===== config.mk =====
export PLATFORM = sky130hd
export DESIGN_NAME = right_port_bus_width_matcher
export DESIGN_NICKNAME = d
export VERILOG_FILES = /design/src/rtl/width_match_pkg.sv /design/src/rtl/width_mode_decode.sv /design/src/rtl/right_port_bus_width_matcher.sv
export SDC_FILE = /design/constraint.sdc
export NUM_CORES = 1
export LEC_CHECK = 0
export ABC_AREA = 1
export BUFFER_PORTS_ARGS = -buffer_cell sky130_fd_sc_hd__buf_2
export CAP_MARGIN = 20
export CORE_MARGIN = 2
export CORE_UTILIZATION = 45
export CTS_BUF_LIST = sky130_fd_sc_hd__clkbuf_16
export CTS_CLUSTER_SIZE = 14
export DETAILED_ROUTE_END_ITERATION = 12
export MAX_ROUTING_LAYER = met4
export PLACE_DENSITY = 0.7
export SLEW_MARGIN = 40
export SYNTH_ARGS = -nofsm -noshare
export SYNTH_HDL_FRONTEND = slang
export SYNTH_SLANG_ARGS = --single-unit
export TNS_END_PERCENT = 30

===== constraint.sdc =====
create_clock -name clk_i -period 4.5 [get_ports clk_i]
set_input_delay 0.225 -clock clk_i [delete_from_list [all_inputs] [get_ports clk_i]]
set_output_delay 0.225 -clock clk_i [all_outputs]
set_load 0.02 [all_outputs]

===== src/rtl/width_match_pkg.sv =====
package width_match_pkg;

    // ------------------------------------------------------------
    // Geometry
    // ------------------------------------------------------------
    localparam int WORD_W = 36;        // Internal memory word width
    localparam int LANE_W = 9;         // One byte lane
    localparam int HALF_W = 18;        // One half word
    localparam int LANES = 4;          // Lanes per word
    localparam int HALVES = 2;         // Halves per word

    // ------------------------------------------------------------
    // Sub-counter
    // ------------------------------------------------------------
    localparam int SUB_W = 2;                    // Sub-counter width
    localparam logic [1:0] SUB_FIRST_LE = 2'h0;  // Little endian start
    localparam logic [1:0] SUB_FIRST_BE = 2'h3;  // Big endian start
    localparam logic [1:0] SUB_ONE = 2'h1;       // Step size

    // ------------------------------------------------------------
    // Width modes
    // ------------------------------------------------------------
    typedef enum logic [1:0] {
        WIDTH_LONG = 2'b00,
        WIDTH_WORD = 2'b01,
        WIDTH_BYTE = 2'b10
    } width_mode_e;

endpackage : width_match_pkg


===== src/rtl/width_mode_decode.sv =====
`timescale 1ns/1ns
`default_nettype none

// ----------------------------------------------------------------
// Registered decode of the static width and order selects
// ----------------------------------------------------------------
module width_mode_decode
    import width_match_pkg::*;
(
    input wire logic clk_i,
    input wire logic reset_i,
    input wire logic bus_match_sync_i,    // Synchronised match select
    input wire logic bus_width_sync_i,    // Synchronised width select
    input wire logic endian_sync_i,       // Synchronised order select
    output width_mode_e mode_o,           // Decoded width
    output logic big_endian_o             // Order, zero in long mode
);

    // Decoded next values
    width_mode_e nxt_mode;
    logic nxt_big;

    // Width table; match low with width high is not a legal strap
    // and falls back to long word, the safest full-width reading
    always_comb begin
        if (!bus_match_sync_i) begin
            nxt_mode = WIDTH_LONG;
        end else if (bus_width_sync_i) begin
            nxt_mode = WIDTH_BYTE;
        end else begin
            nxt_mode = WIDTH_WORD;
        end
        // Order pin has no effect in long-word width
        nxt_big = (nxt_mode != WIDTH_LONG) && endian_sync_i;
    end

    // Hold decoded mode
    always_ff @(posedge clk_i) begin
        if (reset_i) begin
            mode_o <= WIDTH_LONG;
            big_endian_o <= 1'b0;
        end else begin
            mode_o <= nxt_mode;
            big_endian_o <= nxt_big;
        end
    end

endmodule : width_mode_decode

`default_nettype wire


===== src/rtl/right_port_bus_width_matcher.sv =====
`timescale 1ns/1ns
`default_nettype none


module right_port_bus_width_matcher
    import width_match_pkg::*;
(
    input wire logic clk_i,
    input wire logic reset_i,
    // Static selects from pins
    input wire logic bus_match_select_i,
    input wire logic bus_width_select_i,
    input wire logic endian_order_select_i,
    // Port transfer strobes (same clock, from port control logic)
    input wire logic xfer_i,              // One port transfer this cycle
    input wire logic write_i,             // Transfer is a write
    // Memory side
    input wire logic [WORD_W-1:0] mem_rdata_i, // Word at current address
    output logic [WORD_W-1:0] mem_wdata_o,     // Assembled write word
    output logic [LANES-1:0] mem_lane_we_o,    // Per-lane write pulse
    output logic word_done_o,                  // Last part of a word
    // Right port data pins
    input wire logic [WORD_W-1:0] right_port_data_lines_i,
    output logic [WORD_W-1:0] right_port_data_lines_o,
    output logic [WORD_W-1:0] right_port_data_lines_oe_o
);

    // ------------------------------------------------------------
    // Pin synchronisers
    // ------------------------------------------------------------
    logic [2:0] sel_meta_ff;    // First stage, read by second only
    logic [2:0] sel_sync_ff;    // Second stage

    // Two flops on the asynchronous strap pins
    always_ff @(posedge clk_i) begin
        if (reset_i) begin
            sel_meta_ff <= 3'h0;
            sel_sync_ff <= 3'h0;
        end else begin
            sel_meta_ff <= {bus_match_select_i, bus_width_select_i,
                            endian_order_select_i};
            sel_sync_ff <= sel_meta_ff;
        end
    end

    // ------------------------------------------------------------
    // Mode decode
    // ------------------------------------------------------------
    width_mode_e mode;          // Current width
    logic big_endian;           // Current order

    width_mode_decode u_decode (
        .clk_i(clk_i),
        .reset_i(reset_i),
        .bus_match_sync_i(sel_sync_ff[2]),
        .bus_width_sync_i(sel_sync_ff[1]),
        .endian_sync_i(sel_sync_ff[0]),
        .mode_o(mode),
        .big_endian_o(big_endian)
    );

    // ------------------------------------------------------------
    // Helpers
    // ------------------------------------------------------------
    // First sub-count of a word for the given order
    function automatic logic [SUB_W-1:0] first_sub(input logic big);
        first_sub = big ? SUB_FIRST_BE : SUB_FIRST_LE;
    endfunction : first_sub

    // Last sub-count of a word for the given order
    function automatic logic [SUB_W-1:0] last_sub(input logic big);
        last_sub = big ? SUB_FIRST_LE : SUB_FIRST_BE;
    endfunction : last_sub

    // ------------------------------------------------------------
    // Sub-counter
    // ------------------------------------------------------------
    // Lane index kept in 9-bit units; word mode uses steps of two
    logic [SUB_W-1:0] sub_ff;
    logic [SUB_W-1:0] nxt_sub;
    logic [SUB_W-1:0] step;     // Lanes per transfer
    logic last_part;            // Current transfer ends the word
    width_mode_e mode_q_ff;     // Mode seen last cycle
    logic big_q_ff;             // Order seen last cycle

    always_comb begin
        step = (mode == WIDTH_WORD) ? 2'h2 : SUB_ONE;
        unique case (mode)
            WIDTH_LONG: last_part = 1'b1;
            WIDTH_WORD: last_part = big_endian ? (sub_ff == 2'h0)
                                               : (sub_ff == 2'h2);
            WIDTH_BYTE: last_part = (sub_ff == last_sub(big_endian));
            default: last_part = 1'b1;
        endcase
        if (mode != mode_q_ff || big_endian != big_q_ff) begin
            // Restart on any change of decoded width or order to stay aligned
            nxt_sub = (mode == WIDTH_WORD && big_endian) ? 2'h2
                                                         : first_sub(big_endian);
        end else if (xfer_i && mode != WIDTH_LONG) begin
            if (big_endian) begin
                nxt_sub = sub_ff - step;
            end else begin
                nxt_sub = sub_ff + step;
            end
        end else begin
            nxt_sub = sub_ff;
        end
    end

    // Advance once per transfer cycle in word and byte width, wrapping each word
    always_ff @(posedge clk_i) begin
        if (reset_i) begin
            sub_ff <= SUB_FIRST_LE;
            mode_q_ff <= WIDTH_LONG;
            big_q_ff <= 1'b0;
        end else begin
            sub_ff <= nxt_sub;
            mode_q_ff <= mode;
            big_q_ff <= big_endian;
        end
    end

    // ------------------------------------------------------------
    // Read path: lane multiplexer onto the pins
    // ------------------------------------------------------------
    logic [WORD_W-1:0] nxt_pin_out;
    logic [WORD_W-1:0] nxt_pin_oe;
    logic [LANE_W-1:0] rd_lane [LANES];     // Word split in lanes

    genvar g;
    generate
        for (g = 0; g < LANES; g++) begin : g_lane
            assign rd_lane[g] = mem_rdata_i[g*LANE_W +: LANE_W];
        end
    endgenerate

    always_comb begin
        nxt_pin_out = '0;
        nxt_pin_oe = '0;
        unique case (mode)
            WIDTH_LONG: begin
                nxt_pin_out = mem_rdata_i;
                nxt_pin_oe = {WORD_W{1'b1}};
            end
            WIDTH_WORD: begin
                // Half selected by sub-count bit one
                nxt_pin_out[HALF_W-1:0] =
                    {rd_lane[sub_ff | 2'h1], rd_lane[sub_ff & 2'h2]};
                nxt_pin_oe[HALF_W-1:0] = {HALF_W{1'b1}};
            end
            WIDTH_BYTE: begin
                nxt_pin_out[LANE_W-1:0] = rd_lane[sub_ff];
                nxt_pin_oe[LANE_W-1:0] = {LANE_W{1'b1}};
            end
            default: begin
                nxt_pin_out = '0;
                nxt_pin_oe = '0;
            end
        endcase
        // Only drive during a read transfer
        if (!xfer_i || write_i) begin
            nxt_pin_oe = '0;
        end
    end

    // Registered pin drivers
    always_ff @(posedge clk_i) begin
        if (reset_i) begin
            right_port_data_lines_o <= '0;
            right_port_data_lines_oe_o <= '0;
        end else begin
            right_port_data_lines_o <= nxt_pin_out;
            right_port_data_lines_oe_o <= nxt_pin_oe;
        end
    end

    // ------------------------------------------------------------
    // Write path: steer narrow data into its word portion
    // ------------------------------------------------------------
    logic [WORD_W-1:0] nxt_wdata;
    logic [LANES-1:0] nxt_we;

    always_comb begin
        nxt_wdata = mem_wdata_o;
        nxt_we = '0;
        if (xfer_i && write_i) begin
            unique case (mode)
                WIDTH_LONG: begin
                    nxt_wdata = right_port_data_lines_i;
                    nxt_we = 4'hF;
                end
                WIDTH_WORD: begin
                    // Low pins land in the half the sub-count names
                    nxt_wdata[sub_ff*LANE_W +: HALF_W] =
                        right_port_data_lines_i[HALF_W-1:0];
                    nxt_we = (sub_ff[1]) ? 4'hC : 4'h3;
                end
                WIDTH_BYTE: begin
                    nxt_wdata[sub_ff*LANE_W +: LANE_W] =
                        right_port_data_lines_i[LANE_W-1:0];
                    nxt_we[sub_ff] = 1'b1;
                end
                default: begin
                    nxt_we = '0;
                end
            endcase
        end
    end

    // Write data, lane strobes and word completion
    always_ff @(posedge clk_i) begin
        if (reset_i) begin
            mem_wdata_o <= '0;
            mem_lane_we_o <= '0;
            word_done_o <= 1'b0;
        end else begin
            mem_wdata_o <= nxt_wdata;
            mem_lane_we_o <= nxt_we;
            word_done_o <= xfer_i && last_part;
        end
    end

    // ------------------------------------------------------------
    // Checks
    // ------------------------------------------------------------
    a_long_ignores_order: assert property (@(posedge clk_i) disable iff (reset_i)
        mode == WIDTH_LONG |-> !big_endian)
        else $error("order active in long width");

    a_word_mode_decode: assert property (@(posedge clk_i) disable iff (reset_i)
        $stable(sel_sync_ff) && sel_sync_ff[2:1] == 2'b10 ##1 $stable(sel_sync_ff)
        |=> mode == WIDTH_WORD)
        else $error("word width not decoded");

    a_byte_mode_decode: assert property (@(posedge clk_i) disable iff (reset_i)
        $stable(sel_sync_ff) && sel_sync_ff[2:1] == 2'b11 ##1 $stable(sel_sync_ff)
        |=> mode == WIDTH_BYTE)
        else $error("byte width not decoded");

    a_word_pins_only: assert property (@(posedge clk_i) disable iff (reset_i)
        mode == WIDTH_WORD && $stable(mode)
        |=> right_port_data_lines_oe_o[WORD_W-1:HALF_W] == '0)
        else $error("upper half driven in word width");

    a_byte_pins_only: assert property (@(posedge clk_i) disable iff (reset_i)
        mode == WIDTH_BYTE && $stable(mode)
        |=> right_port_data_lines_oe_o[WORD_W-1:LANE_W] == '0)
        else $error("upper lanes driven in byte width");

    a_read_lane_data: assert property (@(posedge clk_i) disable iff (reset_i)
        xfer_i && !write_i && mode == WIDTH_BYTE
        |=> right_port_data_lines_o[LANE_W-1:0] == LANE_W'(
            $past(mem_rdata_i) >> ($past(sub_ff) * LANE_W)))
        else $error("wrong lane on pins");

    a_sub_count_dir: assert property (@(posedge clk_i) disable iff (reset_i)
        xfer_i && mode == WIDTH_BYTE && $stable(mode) && $stable(big_endian)
        |=> sub_ff == ($past(big_endian) ? $past(sub_ff) - 2'h1
                                         : $past(sub_ff) + 2'h1))
        else $error("sub-counter stepped wrong way");

    a_word_two_parts: assert property (@(posedge clk_i) disable iff (reset_i)
        xfer_i && mode == WIDTH_WORD && sub_ff == first_sub(1'b0)
        && !big_endian && $stable(mode) && $stable(big_endian)
        ##1 xfer_i && $stable(mode) && $stable(big_endian)
        |=> word_done_o)
        else $error("word not done after two halves");

    a_long_no_step: assert property (@(posedge clk_i) disable iff (reset_i)
        xfer_i && mode == WIDTH_LONG && $stable(mode)
        |=> $stable(sub_ff))
        else $error("sub-counter stepped in long width");

    a_byte_one_lane: assert property (@(posedge clk_i) disable iff (reset_i)
        xfer_i && write_i && mode == WIDTH_BYTE
        |=> $onehot(mem_lane_we_o))
        else $error("byte write not on one lane");

    a_word_half_lanes: assert property (@(posedge clk_i) disable iff (reset_i)
        xfer_i && write_i && mode == WIDTH_WORD
        |=> mem_lane_we_o == 4'h3 || mem_lane_we_o == 4'hC)
        else $error("word write not on one half");

    a_byte_big_start: assert property (@(posedge clk_i) disable iff (reset_i)
        mode == WIDTH_BYTE && big_endian && $changed(big_endian)
        |=> sub_ff == SUB_FIRST_BE)
        else $error("big endian byte not started at top lane");

    a_word_big_start: assert property (@(posedge clk_i) disable iff (reset_i)
        mode == WIDTH_WORD && big_endian && $changed(big_endian)
        |=> sub_ff == 2'h2)
        else $error("big endian word not started at top half");

endmodule : right_port_bus_width_matcher

`default_nettype wire


==> impl_metrics.ini, run 1 <==
[critical_path]
critPathRequiredTime_ns = 4.79
critical_path.max_stage_delay_ns = 0.79
cp_top_family = buffers and inverters
path_buf_inv = 4
critPathArrivalTime_ns = 3.71
slowest_stage = ha_1
worstSetupPathType = reg -> reg
critical_path.max_fanout = 20
endpoint_kind = register
crit_chain = buf_4 -> inv_1 -> ha_1 -> inv_2 -> nor2_8 -> inv_2 -> o21ai_0 -> nand3_1 -> nand2_1 -> nand2_1 -> nand2_1 -> nand2_1 -> a21oi_1
startpoint_type = register
cpMostUsedCell = nand2_1

[clock_tree]
root_buffer = clkbuf_16
cts.sinks = 94
post_cts.repair.setup_buffers = 0
cts_resized = 0
cts-htree-levels = 3
hold_buffers = 0
clk_latency_ns = 0.36
cts_tree = built
clkTransAtPathRegs_ns = 0.08
numCtsBuffers = 9
clk_path_buf_depth = 2

[synthesis]
synth_top_area_cell = dfxtp_1
ys_ff_latch = 94
synth.area.top_cells = dfxtp_1, nand2_1, nor2_1
syn_area_per_cell_um2 = 5.88
ys_warn_count = 0
synth_cell_types = 40
syn_inst = 1232
ys_seq_area_share_pct = 26.0
syn_nets = 1322
synth_top_area_share_pct = 26.0
syn_area_mm2 = 0.00724

[detailed_routing]
drc_errors = 0
firstDrtPassIters = 6
wl_mm = 28.3
wl_per_cell_um = 18.2
vias = 8556
drt-initial-drc-count = 816
viasPerCell = 5.49
drtAntennaViolNets = 0

[die]
dieHeight_um = 131
pin_count = 192
start_util_pct = 45.8
dieArea_mm2 = 0.0171
rows = 46
design.core.area_mm2 = 0.0158
die_w_um = 131

[power_and_ir_drop]
fin_total_pwr_mw = 2.18
p_sw_share_pct = 33.0
p_clk_share_pct = 37.3
pwr-share-comb_pct = 21.5
internal-power_mw = 1.46
power.density_mw_per_mm2 = 265
irDropWorstVdd_mv = 0.245
seqPwrFrac_pct = 41.2
leakage_nw = 4.02
power.switching_mw = 0.719

[grt]
grt_pass1_vias = 7568
track_usage_pct = 33.5
grt_pass1_wl_mm = 42.8
grt_max_degree = 64
antenna_found_initial = 0
overflow = 0

[placement]
pre_cts_slack_ns = 1.22
port_buffers = 191
place_area_mm2 = 0.00792
placed_cells = 1543
place_congestion = 1.07
hpwl_mm = 20.8

[cells_and_area]
fin_nets = 1428
fillers = 1683
stdcell_area_mm2 = 0.00823
utilization_pct = 52.0
drive_gt1_share_pct = 19.4
n_antenna_cell = 0
area_delta_synth_final_pct = 13.7
finalNonFillerCells = 1559

[sta]
rsz0062_at_grt = no
drv_slew = 0
hold_viol_final = 0
finalSetupViolCount = 0
worstMarginPinSlew_ns = 0.820
final.setup.worst_slack_ns = 1.09
holdWs_ns = 0.0695
fmax_mhz = 293
finalCritPeriodShare_pct = 75.8
skew_ns = 0.0103
fin_crit_ns = 3.41
timing.setup.tns_ns = 0
relSlewSlack_pct = 45.3

[outcome]
outcome = finished, final reports clean

[run]
maxCapViolCount = 0

[hold_path]
hold_path.class = in -> reg
==> final timing paths <==
check	startpoint	endpoint	slack, ns	cells after the start
max reg2reg	sub_ff[1]$_SDFFE_PP0P_	mem_wdata_o[9]$_SDFFE_PP0P_	1.09	13
max	sub_ff[1]$_SDFFE_PP0P_	mem_wdata_o[9]$_SDFFE_PP0P_	1.09	13
min reg2reg	sel_meta_ff[2]$_SDFF_PP0_	sel_sync_ff[2]$_SDFF_PP0_	0.40	2
min	bus_width_select_i	sel_meta_ff[1]$_SDFF_PP0_	0.07	3
==> worst register-to-register path: stages (launching register included) <==
cell and delay [ns]:
dfxtp_1 0.30, buf_4 0.19, inv_1 0.39, ha_1 0.79, inv_2 0.44, nor2_8 0.32
inv_2 0.12, o21ai_0 0.17, nand3_1 0.24, nand2_1 0.12, nand2_1 0.05, nand2_1 0.05
nand2_1 0.05, a21oi_1 0.12
==> placed cells by master (no fill, tap or decap), drive strengths merged, types with 3 or more instances in the layout <==
cell / n
a221oi: 9
dfxtp: 94
xnor2: 4
nand4: 3
ha: 11
buf: 207
nand3: 89
a22oi: 9
nor2: 217
nand2: 327
a31oi: 5
nor3: 3
inv: 91
clkbuf: 9
o211ai: 14
a21oi: 133
clkinv: 3
o21ai: 106
==> power groups by stage <==
| stage | logic [mW] | clock network [mW] | registers, mW |
|---|---|---|---|
| finish | 0.469 | 0.814 | 0.899 |
| global route | 0.514 | 0.856 | 0.905 |
| CTS | 0.463 | 0.826 | 0.899 |
| detailed placement | 0.461 | 0 | 0.918 |
| global placement | 0.462 | 0 | 0.917 |
| floorplan | 0.258 | 0 | 0.965 |
==> layer usage <==
layer | share of wire (%) | track usage [%]
met5 | 0 | -
met4 | 3.3 | 12.3
met3 | 7.4 | 4.32
met2 | 46 | 51.5
met1 | 44 | 45.0
==> kinds of logic after synthesis <==
group / synth area share (%)
AOI/OAI and AO/OA: 21.4
xor gates and xnor gates: 0.605
adders and majority gates: 1.90
buffers and inverters: 14.0
DFF: 26.0
and+or+nand+nor: 36.0
==> flip-flops by register name, summed over array words and instances (netlist names) <==
| signal | count |
|---|---|
| sub_ff | 2 |
| u_decode.mode_o | 2 |
| sel_sync_ff | 3 |
| big_q_ff | 1 |
| right_port_data_lines_o | 36 |
| mem_wdata_o | 36 |
| word_done_o | 1 |
| sel_meta_ff | 3 |
| u_decode.big_endian_o | 1 |
| right_port_data_lines_oe_o | 3 |
| mem_lane_we_o | 4 |
| mode_q_ff | 2 |
==> cell usage after synthesis (all sizes together) <==
library cell / n
nor3: 3
o22ai: 1
o211ai: 14
nand2: 327
xor2: 1
a21oi: 133
a21o: 1
nor2: 217
dfxtp: 94
or2: 1
nand4: 3
a31oi: 5
nand3: 89
a311oi: 1
a22oi: 9
o2111ai: 1
clkbuf: 35
clkinv: 2
o21ai: 106
inv: 87
buf: 77
ha: 11
a221oi: 9
xnor2: 4
a21boi: 1
==> area by class of cell <==
cell class	count	area, µm²	area share [%]
Clock inverter	7	81.3	0.988
Tap cell	216	270	3.28
Sequential cell	94	1880	22.9
Timing Repair Buffer	207	1080	13.1
Multi-Input combinational cell	937	4360	52.9
Inverter	89	339	4.12
Clock buffer	9	225	2.74
Power figures use the tool's default switching activity.
==> run 2, diff against run 1 <==
ABC_AREA = 0   (was 1)
clock period = 3.26 ns   (was 4.5 ns; I/O delays follow)
==> run 2 against run 1 <==
Cell area rose by 1.8%. Worst setup slack got worse by 0.62 ns. Largest cell class unchanged. Largest power group unchanged. Worst hold slack got worse by 0.047 ns. Maximum frequency rose by 22%. Register-to-register slack got worse by 0.62 ns. Highest routed layer unchanged.
==> impl_metrics.ini, run 2 <==
[outcome]
outcome = finished, final reports clean

[synthesis]
synthArstFlopShare_pct = 0
ys_seq_area_share_pct = 26.2
synth_top_area_share_pct = 26.2
yosysMostFrequentCell = dfxtp_1
syn_inst = 887
syn_area_per_cell_um2 = 8.10
syn_nets = 977
ys_warn_count = 0
synthFlopType = dfxtp_1
synth_top_area_cell = dfxtp_1
ys_ff_latch = 94
synth_cell_types = 73
syn_area_mm2 = 0.00719
synth_edf_count = 0
synth.area.top_cells = dfxtp_1, mux4_2, mux2i_1
synthTopCellsByCount = dfxtp_1, nor2_1, nand2_1

[sta]
relSlewSlack_pct = 46.0
fin_crit_ns = 2.80
fmax_mhz = 358
holdWs_ns = 0.0230
final.setup.worst_slack_ns = 0.464
worstMarginPinSlew_ns = 0.810
hold_viol_final = 0
finalSetupViolCount = 0
timing.setup.tns_ns = 0
finalCritPeriodShare_pct = 85.8
rsz0062_at_grt = no
skew_ns = 0.0111
drv_slew = 0

[grt]
grt_pass1_wl_mm = 43.9
track_usage_pct = 35.4
grt_max_degree = 59
antenna_found_initial = 0
overflow = 0
grt_pass1_vias = 7070

[detailed_routing]
vias = 7910
firstDrtPassIters = 5
wl_mm = 30.2
drtAntennaViolNets = 0
viasPerCell = 6.41
wl_per_cell_um = 24.5
drc_errors = 0
drt-initial-drc-count = 988

[cells_and_area]
layout_common_cells = buf_2, dfxtp_1, nor2_1
final_common_cell = buf_2
fin_nets = 1103
drive_gt1_share_pct = 29.9
finalNonFillerCells = 1234
n_antenna_cell = 0
stdcell_area_mm2 = 0.00839
fillers = 1573
biggestRegsByFlops = mem_wdata_o x36, right_port_data_lines_o x36, mem_lane_we_o x4
area_delta_synth_final_pct = 16.7

[run]
maxCapViolCount = 0

[clock_tree]
cts.sinks = 94
cts_tree = built
post_cts.repair.setup_buffers = 0
clk_path_buf_depth = 2
root_buffer = clkbuf_16
clk_latency_ns = 0.35
numCtsBuffers = 9
clkTransAtPathRegs_ns = 0.08
cts_resized = 0
cts-htree-levels = 3
hold_buffers = 0

[placement]
placed_cells = 1218
place_congestion = 1.03
hpwl_mm = 21.9
port_buffers = 191
pre_cts_slack_ns = 0.572
place_area_mm2 = 0.00810

[die]
design.core.area_mm2 = 0.0158
dieArea_mm2 = 0.0170
start_util_pct = 45.6
pin_count = 192
die_w_um = 130
dieHeight_um = 130
rows = 46

[critical_path]
startpoint_type = register
critPathRequiredTime_ns = 3.49
critPathArrivalTime_ns = 3.02
worstSetupPathType = reg -> reg
endpoint_kind = register
critical_path.max_fanout = 14

[power_and_ir_drop]
leakage_nw = 3.52
power.density_mw_per_mm2 = 356
irDropWorstVdd_mv = 0.271

[hold_path]
hold_path.class = in -> reg
## run 2: cell count changes after synthesis, sizes merged, moves of 20 or more
cell   previous run  this run
o21ai           106        54
and2              0        23
nor2            217        76
mux2              0        20
nor3              3        26
mux2i             0        38
inv              87        20
nand3            89        19
a21oi           133        48
nor2b             0        35
nand2           327        58
## run 2: per-layer routing
metal / track usage [%] / wire (µm)
met2: 53.1 / 13100
met5: - / 0
met3: 6.88 / 3170
met4: 15.0 / 1250
met1: 46.9 / 12600
## run 2: path summary, 6_finish.rpt
path	from	end	slack [ns]	cells after the start
worst min register to register	sel_sync_ff[1]$_SDFF_PP0_	u_decode.mode_o[0]$_SDFF_PP0_	0.41	1
worst max register to register	sub_ff[0]$_SDFFE_PP0P_	mem_wdata_o[1]$_SDFFE_PP0P_	0.46	9
worst min-delay path	endian_order_select_i	sel_meta_ff[0]$_SDFF_PP0_	0.02	2
worst max-delay path	sub_ff[0]$_SDFFE_PP0P_	mem_wdata_o[1]$_SDFFE_PP0P_	0.46	9
## run 2: layout make-up
| type | instances | area (µm²) | area share [%] |
|---|---|---|---|
| multi-input cells | 651 | 4560 | 54.4 |
| repair buffers | 237 | 1310 | 15.7 |
| clock buffers | 9 | 225 | 2.69 |
| inverters | 20 | 75.1 | 0.895 |
| clock inverters | 7 | 57.6 | 0.686 |
| well taps | 216 | 270 | 3.22 |
| flip-flops and latches | 94 | 1880 | 22.5 |
## run 2: critical path: stages, from the launching register on
cell       delay, ns
dfxtp_2         0.36
inv_2           0.13
ha_2            0.58
buf_4           0.27
inv_2           0.13
nor2_1          0.15
a221oi_1        0.10
a2111oi_1       0.67
buf_4           0.22
a211oi_1        0.06
## run 2: cells by family after synthesis
kind of cell	Yosys count	synth area share, %
AND/OR/NAND/NOR	301	21.6
AO/OA/AOI/OAI	260	25.2
buffers and inverters	142	10.5
flip-flops	94	26.2
multiplexers	76	14.2
adder cells (fa/ha/maj)	11	1.92
XOR/XNOR	3	0.366
## run 2: per-stage QoR
stage                     util (%)  total power [mW]
final                         53.2              2.99
after global routing          53.2              3.10
after CTS                     53.2              2.98
after detailed placement      51.4              1.96
after global placement        51.3              1.96
after floorplan                  -              1.70
## run 2: where the power goes
| part | switching [mW] | internal [mW] | total [mW] | leakage [nW] |
|---|---|---|---|---|
| Clock | 0.507 | 0.528 | 1.04 | 0.139 |
| Combinational | 0.448 | 0.259 | 0.707 | 2.61 |
| Sequential | 0.0360 | 1.21 | 1.25 | 0.776 |
| Total | 0.992 | 2.00 | 2.99 | 3.52 |
